<file path="src/spisd_pkg.sv">
`default_nettype none
package spisd_pkg;

	// ----------------------------------------------------------------
	// Register map (byte addresses on the bus)
	// ----------------------------------------------------------------
	localparam logic [3:0] SPISD_OFF_CONTROL = 4'h0;  // Serial control register.
	localparam logic [3:0] SPISD_OFF_STATUS  = 4'h4;  // Serial status and control register.
	localparam logic [3:0] SPISD_OFF_DATA    = 4'h8;  // Serial data register.

	// ----------------------------------------------------------------
	// Serial control field positions
	// ----------------------------------------------------------------
	localparam int SPISD_CTL_ENABLE = 0;  // Module enable.
	localparam int SPISD_CTL_MASTER = 1;  // Master select.
	localparam int SPISD_CTL_RXIE   = 2;  // Receive interrupt enable.
	localparam int SPISD_CTL_TXIE   = 3;  // Transmit interrupt enable.
	localparam logic [7:0] SPISD_CTL_WMASK = 8'h0f;  // Writable control bits.

	// ----------------------------------------------------------------
	// Serial status and control field positions
	// ----------------------------------------------------------------
	localparam int SPISD_STS_RXFULL = 7;  // Receiver full flag.
	localparam int SPISD_STS_ERROR_IRQ_ENABLE  = 6;  // Error interrupt enable.
	localparam int SPISD_STS_OVR    = 5;  // Overrun flag.
	localparam int SPISD_STS_MODE_FAULT_FLAG   = 4;  // Mode fault flag.
	localparam int SPISD_STS_TXEMP  = 3;  // Transmitter empty flag.
	localparam int SPISD_STS_MFEN   = 2;  // Mode fault detect enable.
	localparam int SPISD_STS_BAUDH  = 1;  // Baud select high.
	localparam int SPISD_STS_BAUDL  = 0;  // Baud select low.

	// ----------------------------------------------------------------
	// Reset values
	// ----------------------------------------------------------------
	localparam logic [7:0] SPISD_CTL_RESET  = 8'h00;
	localparam logic [2:0] SPISD_CFG_RESET  = 3'h0;   // Detect enable and baud select.
	localparam logic [7:0] SPISD_DATA_RESET = 8'h00;

	// ----------------------------------------------------------------
	// Timing: baud divisors in bus clocks and index of the last bit of a byte
	// ----------------------------------------------------------------
	localparam logic [7:0] SPISD_BD_00 = 8'h02;
	localparam logic [7:0] SPISD_BD_01 = 8'h08;
	localparam logic [7:0] SPISD_BD_10 = 8'h20;
	localparam logic [7:0] SPISD_BD_11 = 8'h80;
	localparam logic [3:0] SPISD_LAST_BIT = 4'h7;

	// AXI response codes.
	localparam logic [1:0] SPISD_RESP_OKAY   = 2'h0;
	localparam logic [1:0] SPISD_RESP_SLVERR = 2'h2;

	// Engine states.
	typedef enum logic [1:0] {
		SPISD_IDLE = 2'b00,
		SPISD_XFER = 2'b01
	} spisd_state_t;

	// Pin levels arriving from the outside.
	typedef struct packed {
		logic sck;
		logic mosi;
		logic miso;
		logic ss_n;
	} spisd_pin_in_t;

	// Pin drive levels and enables.
	typedef struct packed {
		logic sck_o;
		logic sck_oe;
		logic mosi_o;
		logic mosi_oe;
		logic miso_o;
		logic miso_oe;
	} spisd_pin_out_t;

	// Decode of the baud select code into a bus clock divisor.
	function automatic logic [7:0] spisd_divisor(input logic [1:0] sel);
		case (sel)
			2'b00:   spisd_divisor = SPISD_BD_00;
			2'b01:   spisd_divisor = SPISD_BD_01;
			2'b10:   spisd_divisor = SPISD_BD_10;
			default: spisd_divisor = SPISD_BD_11;
		endcase
	endfunction

endpackage
`default_nettype wire

</file>
<file path="src/spisd_baud_gen.sv">
`timescale 1ns/1ps
`default_nettype none
module spisd_baud_gen
	import spisd_pkg::*;
(
	// Clock and reset.
	input  wire logic       clk,
	input  wire logic       rst_b,
	// Control.
	input  wire logic       run,
	input  wire logic [1:0] sel,
	// One pulse at each half period of the serial clock.
	output logic            half_tick
);

	logic [7:0] cnt_reg;   // Bus clocks since the last half tick.
	logic [7:0] div_val;   // Full serial period in bus clocks.
	logic [7:0] half_cnt;  // Bus clocks per half serial period.

	assign div_val  = spisd_divisor(sel);
	assign half_cnt = {1'b0, div_val[7:1]};

	// ----------------------------------------------------------------
	// Divider
	// ----------------------------------------------------------------
	// bus clock divided.
	// Two half ticks make one serial period of the selected divisor.
	always_ff @(posedge clk) begin
		if (!rst_b || !run) begin
			cnt_reg   <= 8'h00;
			half_tick <= 1'b0;
		end else if (cnt_reg == half_cnt - 8'h01) begin
			cnt_reg   <= 8'h00;
			half_tick <= 1'b1;
		end else begin
			cnt_reg   <= cnt_reg + 8'h01;
			half_tick <= 1'b0;
		end
	end

endmodule
`default_nettype wire

</file>
<file path="src/spisd_sync.sv">
`timescale 1ns/1ps
`default_nettype none
module spisd_sync
	import spisd_pkg::*;
#(
	parameter int W = 4
) (
	// Clock and reset.
	input  wire logic         clk,
	input  wire logic         rst_b,
	// Asynchronous levels in, synchronised levels out.
	input  wire logic [W-1:0] async_in,
	output logic      [W-1:0] sync_out
);

	logic [W-1:0] meta_reg;  // First stage, read only by the second stage.

	// ----------------------------------------------------------------
	// Two flip-flop synchroniser
	// ----------------------------------------------------------------
	// Each bit is independent; multi-bit coherence is not needed here.
	always_ff @(posedge clk) begin
		if (!rst_b) begin
			meta_reg <= '0;
			sync_out <= '0;
		end else begin
			meta_reg <= async_in;
			sync_out <= meta_reg;
		end
	end

endmodule
`default_nettype wire

</file>
<file path="src/spisd_top.sv">
// Notes on behaviour
// - Byte moved to receive sets full flag
// - Status read then data read clears full
// - Error flags interrupt only when enabled
// - Overrun keeps old byte, drops new
// - Status read then data read clears overrun
// - Slave: select rising mid-transfer faults
// - Master: select low faults any time
// - Status read then control write clears fault
// - Handoff to shifter sets transmitter empty
// - Writing transmit data clears empty flag
// - Fault sets only while detection enabled
// - Master claims select only with detection
// - Slave always claims select pin
// - Slave detect-off only suppresses fault flag
// - Baud codes give divisors 2,8,32,128
// - Baud select ignored as slave
// - Serial clock is bus clock over divisor
// - Data writes transmit, reads receive, separate
// - Deselected slave floats output, ignores clocks
//
// Design decisions made here: the register offsets and the AXI4-Lite register port.
`timescale 1ns/1ps
`default_nettype none
module spisd_top
	import spisd_pkg::*;
(
	// Clock and reset.
	input  wire logic           clk,
	input  wire logic           rst_b,
	// AXI4-Lite write address and data.
	input  wire logic [3:0]     s_axi_awaddr,
	input  wire logic           s_axi_awvalid,
	output logic                s_axi_awready,
	input  wire logic [31:0]    s_axi_wdata,
	input  wire logic [3:0]     s_axi_wstrb,
	input  wire logic           s_axi_wvalid,
	output logic                s_axi_wready,
	// AXI4-Lite write response.
	output logic [1:0]          s_axi_bresp,
	output logic                s_axi_bvalid,
	input  wire logic           s_axi_bready,
	// AXI4-Lite read.
	input  wire logic [3:0]     s_axi_araddr,
	input  wire logic           s_axi_arvalid,
	output logic                s_axi_arready,
	output logic [31:0]         s_axi_rdata,
	output logic [1:0]          s_axi_rresp,
	output logic                s_axi_rvalid,
	input  wire logic           s_axi_rready,
	// Serial pins.
	input  wire spisd_pin_in_t  pin_in,
	output spisd_pin_out_t      pin_out,
	// Slave select pin is claimed by the module, not general I/O.
	output logic                select_claimed,
	// Interrupt request, level.
	output logic                irq
);

	// ----------------------------------------------------------------
	// Declarations
	// ----------------------------------------------------------------
	logic [7:0]    ctl_reg;            // Serial control register.
	logic [2:0]    cfg_reg;            // Detect enable and baud select.
	logic [7:0]    tx_data_reg;        // Transmit data register.
	logic [7:0]    rx_data_reg;        // Receive data register.
	logic          rx_full_reg;        // Receiver full flag.
	logic          ovr_reg;            // Overrun flag.
	logic          mode_fault_flag_reg;           // Mode fault flag.
	logic          tx_empty_reg;       // Transmitter empty flag.
	logic          err_ie_reg;         // Error interrupt enable.
	logic          arm_rx_reg;         // First clear step seen for full flag.
	logic          arm_ovr_reg;        // First clear step seen for overrun.
	logic          arm_mode_fault_flag_reg;       // First clear step seen for mode fault.
	logic [3:0]    aw_addr_reg;        // Held write address.
	logic          aw_held_reg;        // Write address taken.
	logic [7:0]    w_data_reg;         // Held write data, low lane.
	logic          w_lane_reg;         // Low byte lane was strobed.
	logic          w_held_reg;         // Write data taken.
	spisd_state_t  state_reg;          // Shift engine state.
	logic [7:0]    shift_reg;          // Shift register.
	logic          in_bit_reg;         // Bit sampled on the rising edge.
	logic [3:0]    bit_cnt_reg;        // Bits shifted so far.
	logic          sck_reg;            // Master serial clock level.
	logic          sck_prev_reg;       // Previous synchronised slave clock.
	logic          ss_prev_reg;        // Previous synchronised select.
	logic [3:0]    pin_sync;           // Synchronised pin levels.
	logic          sck_s;
	logic          mosi_s;
	logic          miso_s;
	logic          ss_s;
	logic          enabled;
	logic          is_master;
	logic          mf_en;
	logic          wr_fire;            // A held write is performed now.
	logic          rd_fire;            // A read is accepted now.
	logic          wr_ctl;
	logic          wr_cfg;
	logic          wr_tx;
	logic          rd_sts;
	logic          rd_data;
	logic          half_tick;
	logic          rise_ev;            // Serial clock rising edge.
	logic          fall_ev;            // Serial clock falling edge.
	logic          byte_done;          // Eighth bit shifted in.
	logic          load_ev;            // Transmit data handed to the shifter.
	logic          slave_start;
	logic          slave_abort;
	logic          mode_fault_flag_set;
	logic          rx_set;
	logic          ovr_set;
	logic [7:0]    sts_value;

	assign enabled   = ctl_reg[SPISD_CTL_ENABLE];
	assign is_master = ctl_reg[SPISD_CTL_MASTER];
	assign mf_en     = cfg_reg[SPISD_STS_MFEN];
	// Select is synchronised inverted, so a cleared synchroniser reads as
	// deselected and no false select edge follows reset.
	assign {sck_s, mosi_s, miso_s, ss_s} = {pin_sync[3:1], !pin_sync[0]};

	// ----------------------------------------------------------------
	// Pin synchronisers and baud divider
	// ----------------------------------------------------------------
	spisd_sync #(
		.W(4)
	) u_sync (
		.clk      (clk),
		.rst_b    (rst_b),
		.async_in ({pin_in.sck, pin_in.mosi, pin_in.miso, !pin_in.ss_n}),
		.sync_out (pin_sync)
	);

	// slave ignores baud.
	// The divider only runs for an active master, so the select field
	// has no influence at all in slave mode.
	spisd_baud_gen u_baud (
		.clk       (clk),
		.rst_b     (rst_b),
		.run       (enabled && is_master && state_reg == SPISD_XFER),
		.sel       (cfg_reg[SPISD_STS_BAUDH:SPISD_STS_BAUDL]),
		.half_tick (half_tick)
	);

	// ----------------------------------------------------------------
	// Bus write channels
	// ----------------------------------------------------------------
	// Address and data are taken independently, in either order.
	assign s_axi_awready = !aw_held_reg && !s_axi_bvalid;
	assign s_axi_wready  = !w_held_reg && !s_axi_bvalid;
	assign wr_fire       = aw_held_reg && w_held_reg && !s_axi_bvalid;
	assign wr_ctl = wr_fire && w_lane_reg && aw_addr_reg == SPISD_OFF_CONTROL;
	assign wr_cfg = wr_fire && w_lane_reg && aw_addr_reg == SPISD_OFF_STATUS;
	assign wr_tx  = wr_fire && w_lane_reg && aw_addr_reg == SPISD_OFF_DATA;

	// Hold address and data until both have arrived.
	always_ff @(posedge clk) begin
		if (!rst_b) begin
			aw_held_reg <= 1'b0;
			aw_addr_reg <= 4'h0;
			w_held_reg  <= 1'b0;
			w_data_reg  <= 8'h00;
			w_lane_reg  <= 1'b0;
		end else begin
			if (s_axi_awvalid && s_axi_awready) begin
				aw_held_reg <= 1'b1;
				aw_addr_reg <= {s_axi_awaddr[3:2], 2'b00};
			end else if (wr_fire) begin
				aw_held_reg <= 1'b0;
			end
			if (s_axi_wvalid && s_axi_wready) begin
				w_held_reg <= 1'b1;
				w_data_reg <= s_axi_wdata[7:0];
				w_lane_reg <= s_axi_wstrb[0];
			end else if (wr_fire) begin
				w_held_reg <= 1'b0;
			end
		end
	end

	// Write response; an unmapped address answers with a slave error.
	always_ff @(posedge clk) begin
		if (!rst_b) begin
			s_axi_bvalid <= 1'b0;
			s_axi_bresp  <= SPISD_RESP_OKAY;
		end else if (wr_fire) begin
			s_axi_bvalid <= 1'b1;
			if (aw_addr_reg == SPISD_OFF_CONTROL || aw_addr_reg == SPISD_OFF_STATUS ||
				aw_addr_reg == SPISD_OFF_DATA) begin
				s_axi_bresp <= SPISD_RESP_OKAY;
			end else begin
				s_axi_bresp <= SPISD_RESP_SLVERR;
			end
		end else if (s_axi_bready) begin
			s_axi_bvalid <= 1'b0;
		end
	end

	// ----------------------------------------------------------------
	// Bus read channel
	// ----------------------------------------------------------------
	assign s_axi_arready = !s_axi_rvalid;
	assign rd_fire = s_axi_arvalid && s_axi_arready;
	assign rd_sts  = rd_fire && {s_axi_araddr[3:2], 2'b00} == SPISD_OFF_STATUS;
	assign rd_data = rd_fire && {s_axi_araddr[3:2], 2'b00} == SPISD_OFF_DATA;
	assign sts_value = {rx_full_reg, err_ie_reg, ovr_reg, mode_fault_flag_reg,
		tx_empty_reg, cfg_reg};

	// data reads receive.
	// The data offset returns the receive register, never the last write.
	always_ff @(posedge clk) begin
		if (!rst_b) begin
			s_axi_rvalid <= 1'b0;
			s_axi_rdata  <= 32'h0000_0000;
			s_axi_rresp  <= SPISD_RESP_OKAY;
		end else if (rd_fire) begin
			s_axi_rvalid <= 1'b1;
			s_axi_rresp  <= SPISD_RESP_OKAY;
			case ({s_axi_araddr[3:2], 2'b00})
				SPISD_OFF_CONTROL: begin
					s_axi_rdata <= {24'h000000, ctl_reg};
				end
				SPISD_OFF_STATUS: begin
					s_axi_rdata <= {24'h000000, sts_value};
				end
				SPISD_OFF_DATA: begin
					s_axi_rdata <= {24'h000000, rx_data_reg};
				end
				default: begin
					s_axi_rdata <= 32'h0000_0000;
					s_axi_rresp <= SPISD_RESP_SLVERR;
				end
			endcase
		end else if (s_axi_rready) begin
			s_axi_rvalid <= 1'b0;
		end
	end

	// ----------------------------------------------------------------
	// Software configuration registers
	// ----------------------------------------------------------------
	// Only the low byte lane carries register bits.
	always_ff @(posedge clk) begin
		if (!rst_b) begin
			ctl_reg    <= SPISD_CTL_RESET;
			cfg_reg    <= SPISD_CFG_RESET;
			err_ie_reg <= 1'b0;
		end else begin
			if (wr_ctl) begin
				ctl_reg <= w_data_reg & SPISD_CTL_WMASK;
			end
			if (wr_cfg) begin
				cfg_reg    <= w_data_reg[SPISD_STS_MFEN:SPISD_STS_BAUDL];
				err_ie_reg <= w_data_reg[SPISD_STS_ERROR_IRQ_ENABLE];
			end
		end
	end

	// no read-back of writes.
	// Writes land here only; reads never see this register.
	always_ff @(posedge clk) begin
		if (!rst_b) begin
			tx_data_reg <= SPISD_DATA_RESET;
		end else if (wr_tx) begin
			tx_data_reg <= w_data_reg;
		end
	end

	// ----------------------------------------------------------------
	// Shift engine events
	// ----------------------------------------------------------------
	// Clock idles low, data changes on the falling edge, sampled on rising.
	assign rise_ev = state_reg == SPISD_XFER &&
		(is_master ? (half_tick && !sck_reg) : (sck_s && !sck_prev_reg));
	assign fall_ev = state_reg == SPISD_XFER &&
		(is_master ? (half_tick && sck_reg) : (!sck_s && sck_prev_reg));
	assign byte_done   = fall_ev && bit_cnt_reg == SPISD_LAST_BIT;
	assign slave_start = enabled && !is_master && ss_prev_reg && !ss_s;
	assign slave_abort = enabled && !is_master && state_reg == SPISD_XFER && ss_s;
	assign mode_fault_flag_set = mf_en && enabled &&
		(is_master ? !ss_s : (slave_abort && !ss_prev_reg));
	// handoff sets empty.
	// The slave also hands over a waiting byte when it is selected, only if transmit data was written.
	assign load_ev = !tx_empty_reg && (slave_start ||
		(enabled && is_master && state_reg == SPISD_IDLE && !mode_fault_flag_reg));
	assign rx_set  = byte_done && !rx_full_reg;
	assign ovr_set = byte_done && rx_full_reg;

	// Edge history of the synchronised slave pins.
	always_ff @(posedge clk) begin
		if (!rst_b) begin
			sck_prev_reg <= 1'b0;
			ss_prev_reg  <= 1'b1;
		end else begin
			sck_prev_reg <= sck_s;
			ss_prev_reg  <= ss_s;
		end
	end

	// Engine state; a fault or a disable ends the byte at once.
	always_ff @(posedge clk) begin
		if (!rst_b || !enabled || slave_abort || (is_master && mode_fault_flag_reg)) begin
			state_reg <= SPISD_IDLE;
		end else begin
			case (state_reg)
				SPISD_IDLE: begin
					if (slave_start || (is_master && load_ev)) begin
						state_reg <= SPISD_XFER;
					end
				end
				SPISD_XFER: begin
					// A slave also stops after eight bits, so a deselect after a
					// complete byte is not taken for a mode fault.
					if (byte_done) begin
						state_reg <= SPISD_IDLE;
					end
				end
				default: begin
					state_reg <= SPISD_IDLE;
				end
			endcase
		end
	end

	// Shift register, bit counter and master clock level.
	// A slave keeps its last shifted byte if nothing new was written.
	always_ff @(posedge clk) begin
		if (!rst_b) begin
			shift_reg   <= 8'h00;
			in_bit_reg  <= 1'b0;
			bit_cnt_reg <= 4'h0;
			sck_reg     <= 1'b0;
		end else begin
			if (load_ev) begin
				shift_reg <= tx_data_reg;
			end else if (fall_ev) begin
				shift_reg <= {shift_reg[6:0], in_bit_reg};
			end
			if (rise_ev) begin
				in_bit_reg <= is_master ? miso_s : mosi_s;
			end
			if (state_reg != SPISD_XFER || byte_done) begin
				bit_cnt_reg <= 4'h0;
			end else if (fall_ev) begin
				bit_cnt_reg <= bit_cnt_reg + 4'h1;
			end
			if (state_reg != SPISD_XFER) begin
				sck_reg <= 1'b0;
			end else if (is_master && half_tick) begin
				sck_reg <= !sck_reg;
			end
		end
	end

	always_ff @(posedge clk) begin
		if (!rst_b) begin
			rx_data_reg <= SPISD_DATA_RESET;
		end else if (rx_set) begin
			rx_data_reg <= {shift_reg[6:0], in_bit_reg};
		end
	end

	// ----------------------------------------------------------------
	// Status flags and two-step clearing
	// ----------------------------------------------------------------
	// arm on seen flag.
	// A status read arms only flags it returned set; any new setting
	// event disarms, so a late byte cannot be cleared unseen.
	always_ff @(posedge clk) begin
		if (!rst_b) begin
			arm_rx_reg   <= 1'b0;
			arm_ovr_reg  <= 1'b0;
			arm_mode_fault_flag_reg <= 1'b0;
		end else begin
			if (rx_set) begin
				arm_rx_reg <= 1'b0;
			end else if (rd_sts) begin
				arm_rx_reg <= rx_full_reg;
			end else if (rd_data) begin
				arm_rx_reg <= 1'b0;
			end
			if (ovr_set) begin
				arm_ovr_reg <= 1'b0;
			end else if (rd_sts) begin
				arm_ovr_reg <= ovr_reg;
			end else if (rd_data) begin
				arm_ovr_reg <= 1'b0;
			end
			if (mode_fault_flag_set) begin
				arm_mode_fault_flag_reg <= 1'b0;
			end else if (rd_sts) begin
				arm_mode_fault_flag_reg <= mode_fault_flag_reg;
			end else if (wr_ctl) begin
				arm_mode_fault_flag_reg <= 1'b0;
			end
		end
	end

	// Each flag: the clear step first, a same-cycle set overrides it.
	always_ff @(posedge clk) begin
		if (!rst_b) begin
			rx_full_reg  <= 1'b0;
			ovr_reg      <= 1'b0;
			mode_fault_flag_reg     <= 1'b0;
			tx_empty_reg <= 1'b1;
		end else begin
			if (rd_data && arm_rx_reg) begin
				rx_full_reg <= 1'b0;
			end
			if (rx_set) begin
				rx_full_reg <= 1'b1;
			end
			if (rd_data && arm_ovr_reg) begin
				ovr_reg <= 1'b0;
			end
			if (ovr_set) begin
				ovr_reg <= 1'b1;
			end
			if (wr_ctl && arm_mode_fault_flag_reg) begin
				mode_fault_flag_reg <= 1'b0;
			end
			if (mode_fault_flag_set) begin
				mode_fault_flag_reg <= 1'b1;
			end
			// writes only when empty.
			// A write while full overwrites the waiting byte.
			if (wr_tx) begin
				tx_empty_reg <= 1'b0;
			end
			if (load_ev) begin
				tx_empty_reg <= 1'b1;
			end
		end
	end

	// ----------------------------------------------------------------
	// Interrupt and pin drive
	// ----------------------------------------------------------------
	// receive, transmit and error interrupts.
	assign irq = (rx_full_reg && ctl_reg[SPISD_CTL_RXIE]) ||
		(tx_empty_reg && ctl_reg[SPISD_CTL_TXIE]) ||
		((mode_fault_flag_reg || ovr_reg) && err_ie_reg);

	assign select_claimed = enabled && (!is_master || mf_en);

	// A faulted master lets go of the bus it may be fighting over.
	assign pin_out.sck_o   = sck_reg;
	assign pin_out.sck_oe  = enabled && is_master && !mode_fault_flag_reg;
	assign pin_out.mosi_o  = shift_reg[7];
	assign pin_out.mosi_oe = enabled && is_master && !mode_fault_flag_reg;
	assign pin_out.miso_o  = shift_reg[7];
	assign pin_out.miso_oe = enabled && !is_master && !ss_s;

endmodule
`default_nettype wire

</file>
<file path="config.mk">
export PLATFORM = sky130hd
export DESIGN_NAME = spisd_top
export DESIGN_NICKNAME = d
export VERILOG_FILES = /design/src/spisd_pkg.sv /design/src/spisd_baud_gen.sv /design/src/spisd_sync.sv /design/src/spisd_top.sv
export SDC_FILE = /design/constraint.sdc
export NUM_CORES = 1
export LEC_CHECK = 0
export BUFFER_PORTS_ARGS = -buffer_cell sky130_fd_sc_hd__buf_2
export CORE_ASPECT_RATIO = 1.1
export CORE_MARGIN = 2
export CORE_UTILIZATION = 40
export DETAILED_ROUTE_END_ITERATION = 8
export GPL_TIMING_DRIVEN = 0
export PLACE_DENSITY = 0.72
export SYNTH_ARGS = -nofsm -noshare
export SYNTH_HDL_FRONTEND = slang
export SYNTH_SLANG_ARGS = --single-unit
export TNS_END_PERCENT = 50
</file>
<file path="constraint.sdc">
create_clock -name clk -period 4.3 [get_ports clk]
set_clock_uncertainty 0.2 [all_clocks]
set_input_delay 1.29 -clock clk [delete_from_list [all_inputs] [get_ports clk]]
set_output_delay 1.29 -clock clk [all_outputs]
set_load 0.005 [all_outputs]
</file>
Word level (Yosys, flattened, before mapping)
Index checks and enable logic that the tools add are counted.

Output and inout bits: 49. Input bits: 55. Register bits after elaboration: 117. Word-level logic and storage cells: 181.

Eq/ne operators: 12. Reductions and logical operators: 100. Add/subtract/negate cells: 3. Bitwise gates (word level): 1. Mux-type cells: 32.

Operators by type and width (number): case mux 8 bit (3 select lines) (2); logical AND 1 bit (47); 2-to-1 mux 1 bit (23); nonzero test 2 bit (10); zero test 1 bit (17); 2-to-1 mux 8 bit (2); OR reduction 2 bit (7); logical OR 1 bit (13); adder 8 x 1 -> 8 bit (second input constant) (1); == test 2 x 1 -> 1 bit (second input constant) (4); == test 8 bit (1); 2-to-1 mux 2 bit (4); subtractor 7 x 1 -> 8 bit (second input constant) (1); == test 2 bit (second input constant) (3); zero test 2 bit (3); adder 4 x 1 -> 4 bit (second input constant) (1); == test 4 x 3 -> 1 bit (second input constant) (1); zero test 4 bit (1); != test 2 x 1 -> 1 bit (second input constant) (2); case mux 2 bit (2 select lines) (1); OR reduction 3 bit (1); != test 2 bit (second input constant) (1); AND reduction 2 bit (1); NOT 1 bit (1).

Longest topological paths before layout
Gate-level depths: netlist of the first run.

Word-level depth: 10. Depth in mapped cells: 7. Gate-level depth less buffers: 6.

By module
A second synthesis of the first run with hierarchy kept.

Cell total of the unflattened synthesis: 447. Area total of the unflattened synthesis: 4062.6 um^2.

Modules (own cells, without submodules): spisd_top (seq. area each 1461.4 um^2, instances 1, area an instance 3447.1 um^2, cells each 388); spisd_baud_gen (seq. area each 180.2 um^2, instances 1, area an instance 405.4 um^2, cells each 43); spisd_sync (seq. area each 160.2 um^2, instances 1, area an instance 210.2 um^2, cells each 16).

Least setup slack after synthesis of the first run
OpenSTA, ideal clock, no wires.

Path type: input to register. From: input port s_axi_araddr[3]. To: register s_axi_rdata[4]. Path buffers: 2. Path slack: 1864 ps. Arrival time: 2150 ps. Setup time: 86 ps. Stages: 5. Required time: 4014 ps. Cells stage by stage: buf_2 -> nor2b_1 -> clkbuf_1 -> a22oi_1 -> a211oi_1.

Word-level cells in the longest chain between the ends: 2.

RTL lines: from (decl) (RTL line spisd_top.sv:44) `input wire logic [3:0] s_axi_araddr,`; == test 2 bit (tied with other cells) (RTL line spisd_top.sv:218) `case ({s_axi_araddr[3:2], 2'b00})`; case mux 8 bit (3 select lines) (*) (RTL line spisd_top.sv:218); to (signal assigned) (RTL line spisd_top.sv:220) `s_axi_rdata <= {24'h000000, ctl_reg};`; to (signal assigned) (RTL line spisd_top.sv:223) `s_axi_rdata <= {24'h000000, sts_value};`; to (signal assigned) (RTL line spisd_top.sv:226) `s_axi_rdata <= {24'h000000, rx_data_reg};`; to (decl) (RTL line spisd_top.sv:47) `output logic [31:0] s_axi_rdata,`.

Every way passes the cells marked *; elsewhere a longest branch is shown, timed or not. A chain may end at the register's enable or synchronous reset.

==> reports/results.txt, run 1 <==
Number of global-route vias before repair - 2,942
Crit Reg-Reg Endpoint - u_baud.cnt_reg[5]$_SDFF_PP0_
Rel. slew slack - 57.4%
Setup bufs post-CTS - 0
Leakage - 2.04 nW
Final setup TNS - 0 ns
Layout cell share with drive strength beyond 1 - 21.0%
Setup crit end kind - output pin
Cell accounting for the most synthesized area - dfxtp_1
Post-synth top flop - dfxtp_1
GRT Overall Usage - 16.1%
Die footprint - 0.0108 sq mm
Num CTS Buffers - 9
Total gr overflow - 0
Vias per cell - 4.90
Syn_area_per_cell - 8.95 sq um
Post-route cell area - 0.00472 sq mm
Area Overhead vs Synth - 17.7%
Core area - 0.00979 sq mm
Unique masters post-synth - 57
RSZ-0062 raised after global routing - no
Arrival @ worst endpoint - 1.55 ns
Worst-Margin Slew - 0.638 ns
CTS clk-pin slew, worst paths - 0.09 ns
Hold Path Class - flop to flop
Share of the synthesized area in the top cell type - 44.9%
Area contributors post-synth - dfxtp_1 (45%), mux2i_1 (8.0%), buf_4 (5.8%)
Outcome - finished, final reports clean
Diodes inserted - 0
Pre-Repair DR Iteration Count - 4
Fin. Hold Viols - 0
Max H-tree Level - 3
Crit-path max FO - 10
Post-synthesis register bit count - 90
# resized after CTS - 0
IO Port Bufs - 44
PwrDens - 355 mW/mm^2
Routed len/inst - 13.1 um
Reg-to-Reg Start - cfg_reg[0]$_SDFFE_PN0P_
Fin crit period - 3.04 ns
Worst hold slack - 0.239 ns
Ys Warns - 0
Sink Count - 90
Hold-fix buffers, CTS - 0
Startpoint types - flop
Antenna violations before repair - 0
DP HPWL - 6380 um
Effective utilization at floorplan - 40.9%
Worst-skew pair later-pin latency - 0.36 ns
IO Pins - 104
Core Rows - 38
Die Wd - 99.5 um
Seq/Total Area, Yosys - 44.9%
Routability cong. - 0.867
Hold wc startpoint - u_sync.meta_reg[1]$_SDFF_PN0_
CTS root buf - clkbuf_8
Global-route wire length before repair - 14,100 um
Mapped Cells - 448
Remaining DRCs - 0
Area after DPL - 0.00447 sq mm
Final antenna-violating net count - 0
Hold Path End - u_sync.sync_out[1]$_SDFF_PN0_
Footprint of the multi-input gates - 0.00191 sq mm
Worst Reg2Reg Path Length in Cells - 6
Post-synth EDFFs - 0
WL final - 8520 um
Tcrit/Tclk final - 70.6%
Hold Crit Depth - 1
Synth cell count leaders - dfxtp_1 (90), nor2_1 (50), a21oi_1 (37)
Fraction of registers with async set/reset - 0%
Final setup fails - 0
CTS tree - yes
Fin. max-slew vios - 0
Most frequent cell after synthesis - dfxtp_1
1st-iter DRT viols - 158
Largest net degree at the start of global routing - 17
Final nets - 586
Maximum vdd drop - 168 uV
CP required - 2.81 ns
Vias - 3,202
Die Y - 109 um
FILL cells - 977
Number of max-cap violations - 0
WS Path Type - flop to output pin
Maximum buffer depth of the clock tree - 2
Achievable frequency - 329 MHz
Register area - 0.00180 sq mm
Mapped Area - 0.00401 sq mm
Reg2reg setup slack - 2.09 ns
==> worst max-delay path, stage by stage (launching register included) <==
cell and delay, ns:
dfxtp_1 0.31, buf_2 0.20, buf_2 0.25, nand2_1 0.07
nor2_1 0.14, buf_4 0.12, buf_2 0.09
==> worst max path at each step <==
stage                                             end                    start  cells after the start  slack [ns]
after floorplan           s_axi_rdata[4]$_SDFFE_PN0N_          s_axi_araddr[3]                      5        1.86
after global placement      s_axi_rvalid$_SDFFE_PN0P_                    rst_b                      4        1.57
after detailed placement         sck_reg$_SDFFE_PP0P_                    rst_b                      4        1.55
after CTS                                  pin_out[4]  ctl_reg[1]$_SDFFE_PN0P_                      6        1.24
after global routing                       pin_out[4]  ctl_reg[1]$_SDFFE_PN0P_                      6        1.18
final                                      pin_out[4]  ctl_reg[1]$_SDFFE_PN0P_                      6        1.26
==> cells in the final DEF (no fill, tap or decap), types with 4 or more instances in the layout <==
cell type  count
a211oi_1      10
a21oi_1       37
a22oi_1        5
a31oi_1        5
and2_1        10
buf_2         54
buf_4         31
clkbuf_1      12
clkbuf_8       9
conb_1        26
dfxtp_1       90
inv_1          6
mux2i_1       32
nand2_1       32
nand3_1       13
nor2_1        50
nor2b_1        7
nor3_1         9
nor3b_1        4
o21ai_0       11
o21ai_1       11
xor2_1         8
==> kinds of logic after synthesis <==
group / after synthesis / synth area share, %
other: 1 / 0.0935
AO/OA/AOI/OAI: 92 / 13.9
XOR/XNOR: 11 / 2.40
buffers and inverters: 65 / 9.68
AND/OR/NAND/NOR: 153 / 19.8
adder cells (fa/ha/maj): 3 / 0.936
flip-flops: 90 / 44.9
multiplexers: 33 / 8.27
==> power breakdown <==
| part | total, mW | internal [mW] | switching [mW] |
|---|---|---|---|
| Clock | 0.697 | 0.390 | 0.308 |
| Sequential | 0.867 | 0.853 | 0.0139 |
| Combinational | 0.113 | 0.0515 | 0.0610 |
==> final cells by class <==
type / instances / share of cell area [%]
buffer: 57 / 7.58
clock inverter: 7 / 2.60
multi-input combinational: 318 / 40.5
tap: 120 / 3.18
sequential: 90 / 38.2
clock buffer: 9 / 2.62
timing repair buffer: 44 / 4.67
inverter: 8 / 0.636
==> metrics by stage <==
stage / power (mW) / worst slack [ns] / util (%) / cells
6_report: 1.68 / 1.26 / 48.2 / 653
5_1_grt: 1.74 / 1.18 / 48.2 / 653
4_1_cts: 1.68 / 1.24 / 48.2 / 653
3_5_place_dp: 0.999 / 1.55 / 45.7 / 637
3_3_place_gp: 0.995 / 1.57 / 45.7 / 637
2_1_floorplan: 0.961 / 1.86 / - / 473
==> metal layers <==
metal	GRT usage, %	vias up	wire length [um]
met3	2.63	9	428
met2	28.3	87	4110
met4	6.07	0	136
met5	0	-	0
met1	19.8	1462	3850
li1	-	1644	-
No activity file was read; power rests on OpenSTA's default activity.
==> inputs of run 2 (changes only) <==
- PLACE_DENSITY: 0.72 -> 0.75
- clock period: 4.3 -> 2.5 ns (I/O delays scaled with it)
==> run 2 against run 1 <==
Effect of this change: utilization shrank 0.74 points; wire length is 0.60% higher; highest routed layer unchanged; power up 55%; sequential share of layout area increased by 0.60 points; non-clock buffer count fell by 1; die area unchanged; global-route usage increased by 0.068 points; clock power rose by 31%; sequential power up 72%.
==> reports/results.txt, run 2 (synthesis gave the netlist of run 1 again) <==
Outcome - finished, final reports clean
Hold-fix buffers, CTS - 0
Global-route wire length before repair - 13,800 um
Routability cong. - 0.863
Fin. Hold Viols - 0
Clk pwr share - 35.2%
WS Path Type - flop to output pin
WL met2 - 4120 um
WL final - 8580 um
Layout cell share with drive strength beyond 1 - 21.1%
Hold Crit Depth - 1
Sink Count - 90
Switching part of the total - 25.2%
Final nets - 585
RSZ-0062 raised after global routing - no
Comb pwr share - 7.4%
Vias - 3,200
WL met1 - 3800 um
Metal3 WL - 451 um
Cell Chain, Critical Path - buf_2 > nand2_1 > nor2_1 > buf_4 > buf_2
Diodes inserted - 0
Hold wc startpoint - u_sync.meta_reg[2]$_SDFF_PN0_
FILL cells - 967
Worst Reg2Reg Path Length in Cells - 6
PwrDens - 560 mW/mm^2
Reg-to-Reg Start - cfg_reg[0]$_SDFFE_PN0P_
Fin cells - 652
WP buf/inv - 3
Area Overhead vs Synth - 15.9%
Hold Path End - u_sync.sync_out[2]$_SDFF_PN0_
Cell mode on critical path - buf_2
Maximum vdd drop - 264 uV
Core area - 0.00979 sq mm
Arrival @ worst endpoint - 1.42 ns
Crit path largest cell delay - 0.31 ns
IO Port Bufs - 44
Footprint of the multi-input gates - 0.00191 sq mm
CP required - 1.55 ns
Seq pwr share - 57.3%
Final setup fails - 0
Setup crit end kind - output pin
Maximum buffer depth of the clock tree - 2
Total gr overflow - 0
Effective utilization at floorplan - 40.9%
Number of global-route vias before repair - 2,904
Routed len/inst - 13.2 um
Crit-path max FO - 19
Fin. max-slew vios - 0
Crit Reg-Reg Endpoint - u_baud.cnt_reg[2]$_SDFF_PP0_
Largest net degree at the start of global routing - 20
CTS clk-pin slew, worst paths - 0.08 ns
Rel. slew slack - 56.2%
Internal power - 1.95 mW
IO Pins - 104
Die footprint - 0.0108 sq mm
Cells after DPL - 637
Die Wd - 99.5 um
Final setup TNS - 0 ns
Max Used Layer - met4
Fin crit period - 2.37 ns
Startpoint types - flop
Final antenna-violating net count - 0
Antenna violations before repair - 0
Reg2reg setup slack - 0.30 ns
CTS tree - yes
Net Switching - 0.655 mW
GRT Overall Usage - 16.2%
Tcrit/Tclk final - 94.7%
Commonest non-fill, non-tap cell in the layout - dfxtp_1
Vias per cell - 4.91
DP HPWL - 6370 um
Most frequent cells in the layout - dfxtp_1 (90), buf_2 (53), nor2_1 (50)
Remaining DRCs - 0
Leakage - 2.02 nW
CTS root buf - clkbuf_8
Achievable frequency - 422 MHz
Worst-skew pair later-pin latency - 0.37 ns
Max H-tree Level - 3
Cell family with most CP delay - buffers and inverters
Die Y - 109 um
Number of max-cap violations - 0
Hold Path Class - flop to flop
Core Rows - 38
Register area - 0.00180 sq mm
Crit-path slowest cell - dfxtp_1
1st-iter DRT viols - 188
Worst-Margin Slew - 0.657 ns
Pre-Repair DR Iteration Count - 6
Setup bufs post-CTS - 0
Num CTS Buffers - 9
# resized after CTS - 0
run 2: cell types whose count changed in the layout (fill, tap and decap cells not counted):
| cell | delta |
|---|---|
| buf_2 | -1 |
| bufinv_16 | -3 |
| clkbuf_1 | -1 |
| clkbuf_2 | +1 |
| clkbuf_8 | +1 |
| clkinv_2 | +3 |
| clkinvlp_4 | -1 |
run 2: per-stage QoR:
stage          setup WS [ns]  util, %  instance area (sq um)  hold WS, ns  total power, mW
2_1_floorplan          0.452        -                   4100        0.204             1.65
3_3_place_gp           0.301     45.7                   4470        0.217             1.71
3_5_place_dp           0.264     45.7                   4470        0.217             1.72
4_1_cts               0.0184     47.4                   4650        0.236             2.62
5_1_grt               0.0570     47.4                   4650        0.250             2.71
6_report               0.132     47.4                   4650        0.235             2.60
run 2: worst max-delay path by stage:
stage / startpoint / to / cells after the start
3_5_place_dp: rst_b / sck_reg$_SDFFE_PP0P_ / 4
6_report: ctl_reg[1]$_SDFFE_PN0P_ / pin_out[4] / 5
4_1_cts: rx_full_reg$_SDFFE_PN0P_ / irq / 4
3_3_place_gp: rst_b / sck_reg$_SDFFE_PP0P_ / 4
5_1_grt: ctl_reg[1]$_SDFFE_PN0P_ / pin_out[4] / 5
2_1_floorplan: cfg_reg[0]$_SDFFE_PN0P_ / u_baud.cnt_reg[1]$_SDFF_PP0_ / 6
run 2: layer usage:
layer / global-route usage, % / vias up
li1: - / 1646
met1: 19.8 / 1434
met2: 26.7 / 102
met3: 3.85 / 18
met4: 7.93 / 0
met5: 0 / -
run 2: power groups by stage:
stage               Clock (mW)  Combinational [mW]  Sequential (mW)
global placement             0               0.189             1.52
global route             0.994               0.219             1.50
finish                   0.916               0.194             1.49
CTS                      0.939               0.193             1.49
detailed placement           0               0.193             1.52
floorplan                    0               0.132             1.52
run 2: final cells by class:
cell class	instances	area share (%)
multi-input combinational	318	41.2
sequential	90	38.8
buffer	56	7.62
timing repair buffer	44	4.74
tap	120	3.23
clock buffer	10	2.96
clock inverter	6	0.862
inverter	8	0.646
==> inputs of run 3 (changes only) <==
- PLACE_DENSITY: 0.75 -> 0.66
==> run 3 against run 2 <==
Effect of this change: sequential power about the same; non-clock buffer count grew 1; first-iteration DRC count is 20% lower; power shrank 0.34%; die area did not move; clock-buffer cell count fell by 1; final area increased by 0.13%; wire length shrank 2.4%; sequential share of layout area is 0.052 points lower; hold slack improved by 0.0089 ns; via count hardly changed; global-route usage increased by 0.27 points; critical endpoint unchanged; largest cell class unchanged.
==> reports/results.txt, run 3 (synthesis gave the netlist of run 1 again) <==
Outcome - finished, final reports clean
Max H-tree Level - 3
Total design power - 2.59 mW
Final setup fails - 0
CTS clk-pin slew, worst paths - 0.09 ns
Pre-Repair DR Iteration Count - 4
Area Overhead vs Synth - 16.1%
Number of max-cap violations - 0
CTS tree - yes
Total gr overflow - 0
GRT Overall Usage - 16.4%
Hold-fix buffers, CTS - 0
Startpoint types - flop
Remaining DRCs - 0
Sink Count - 90
Antenna violations before repair - 0
Layout cell share with drive strength beyond 1 - 21.2%
Fin. max-slew vios - 0
Leakage - 2.02 nW
Worst-Margin Slew - 0.618 ns
Crit-path max FO - 10
Reg-to-Reg Start - cfg_reg[1]$_SDFFE_PN0P_
Achievable frequency - 411 MHz
Arrival @ worst endpoint - 1.49 ns
Diodes inserted - 0
WS Path Type - flop to output pin
Commonest non-fill, non-tap cell in the layout - dfxtp_1
PwrDens - 557 mW/mm^2
IO Pins - 104
Fin. Hold Viols - 0
WL final - 8370 um
Cells after DPL - 637
Routing usage on met3 - 3.59%
Tcrit/Tclk final - 97.4%
# resized after CTS - 2
Worst hold slack - 0.244 ns
Num CTS Buffers - 9
Maximum buffer depth of the clock tree - 2
Crit-path slowest cell - dfxtp_1
1st-iter DRT viols - 151
Fin worst setup slack - 0.0645 ns
Die Y - 109 um
CTS root buf - clkbuf_8
Largest net degree at the start of global routing - 17
Core area - 0.00979 sq mm
Routability cong. - 0.804
Rel. slew slack - 58.8%
RSZ-0062 raised after global routing - no
Routed len/inst - 12.8 um
Crit Reg-Reg Endpoint - u_baud.cnt_reg[6]$_SDFF_PP0_
Fin crit period - 2.44 ns
Hold Crit Depth - 1
Cell Chain, Critical Path - buf_2 > buf_4 > nand2_1 > nor2_1 > buf_4 > buf_2
DP HPWL - 6290 um
Crit path largest cell delay - 0.31 ns
Setup bufs post-CTS - 0
Effective utilization at floorplan - 40.9%
Vias per cell - 4.90
Most frequent cells in the layout - dfxtp_1 (90), buf_2 (53), nor2_1 (50)
Worst-skew pair later-pin latency - 0.37 ns
Pre-CTS setup slack - 0.307 ns
Die footprint - 0.0108 sq mm
Maximum vdd drop - 331 uV
Hold Path Class - flop to flop
Worst Reg2Reg Path Length in Cells - 6
Global-route wire length before repair - 14,100 um
Cell family with most CP delay - buffers and inverters
Final nets - 586
Met1 Usage GRT - 19.9%
Reg2reg setup slack - 0.29 ns
CP required - 1.55 ns
Top Usage Layer GRT - met2
Hold wc startpoint - u_sync.meta_reg[0]$_SDFF_PN0_
Number of global-route vias before repair - 2,997
FILL cells - 992
Fin cells - 653
M2 GR Usage - 28.2%
Core Rows - 38
IO Port Bufs - 44
Hold Path End - u_sync.sync_out[0]$_SDFF_PN0_
Final antenna-violating net count - 0
Setup crit end kind - output pin
WP buf/inv - 4
Die Wd - 99.5 um
Vias - 3,202
Final setup TNS - 0 ns
-- run 3: routing by layer --
layer / vias up / wire length (um)
met5: - / 0
met3: 8 / 522
met2: 86 / 3900
met4: 0 / 102
met1: 1457 / 3850
li1: 1651 / -
-- run 3: worst max path at each step --
stage                            start                            to  slack [ns]  cells after the start
2_1_floorplan  cfg_reg[0]$_SDFFE_PN0P_  u_baud.cnt_reg[1]$_SDFF_PP0_        0.45                      6
3_3_place_gp   cfg_reg[0]$_SDFFE_PN0P_  u_baud.cnt_reg[3]$_SDFF_PP0_        0.31                      6
3_5_place_dp   cfg_reg[0]$_SDFFE_PN0P_  u_baud.cnt_reg[6]$_SDFF_PP0_        0.31                      6
4_1_cts        ctl_reg[1]$_SDFFE_PN0P_                    pin_out[4]        0.04                      6
5_1_grt        ctl_reg[1]$_SDFFE_PN0P_                    pin_out[4]        0.02                      6
6_report       ctl_reg[1]$_SDFFE_PN0P_                    pin_out[4]        0.06                      6
-- run 3: stage by stage --
| stage | util (%) | cell area (sq um) |
|---|---|---|
| 2_1_floorplan | - | 4100 |
| 3_3_place_gp | 45.7 | 4470 |
| 3_5_place_dp | 45.7 | 4470 |
| 4_1_cts | 47.5 | 4650 |
| 5_1_grt | 47.5 | 4650 |
| 6_report | 47.5 | 4650 |
-- run 3: area by class of cell --
cell class,instances,area [sq um],share of cell area [%]
clock inverter,7,52.6,1.13
tap,120,150,3.23
multi-input combinational,318,1910,41.1
clock buffer,9,124,2.66
buffer,57,362,7.77
timing repair buffer,44,220,4.73
sequential,90,1800,38.7
inverter,8,30.0,0.645
-- run 3: power by group --
| part | switching, mW | total (mW) | internal [mW] |
|---|---|---|---|
| logic | 0.103 | 0.192 | 0.0886 |
| registers | 0.0235 | 1.49 | 1.47 |
| clock network | 0.541 | 0.909 | 0.368 |
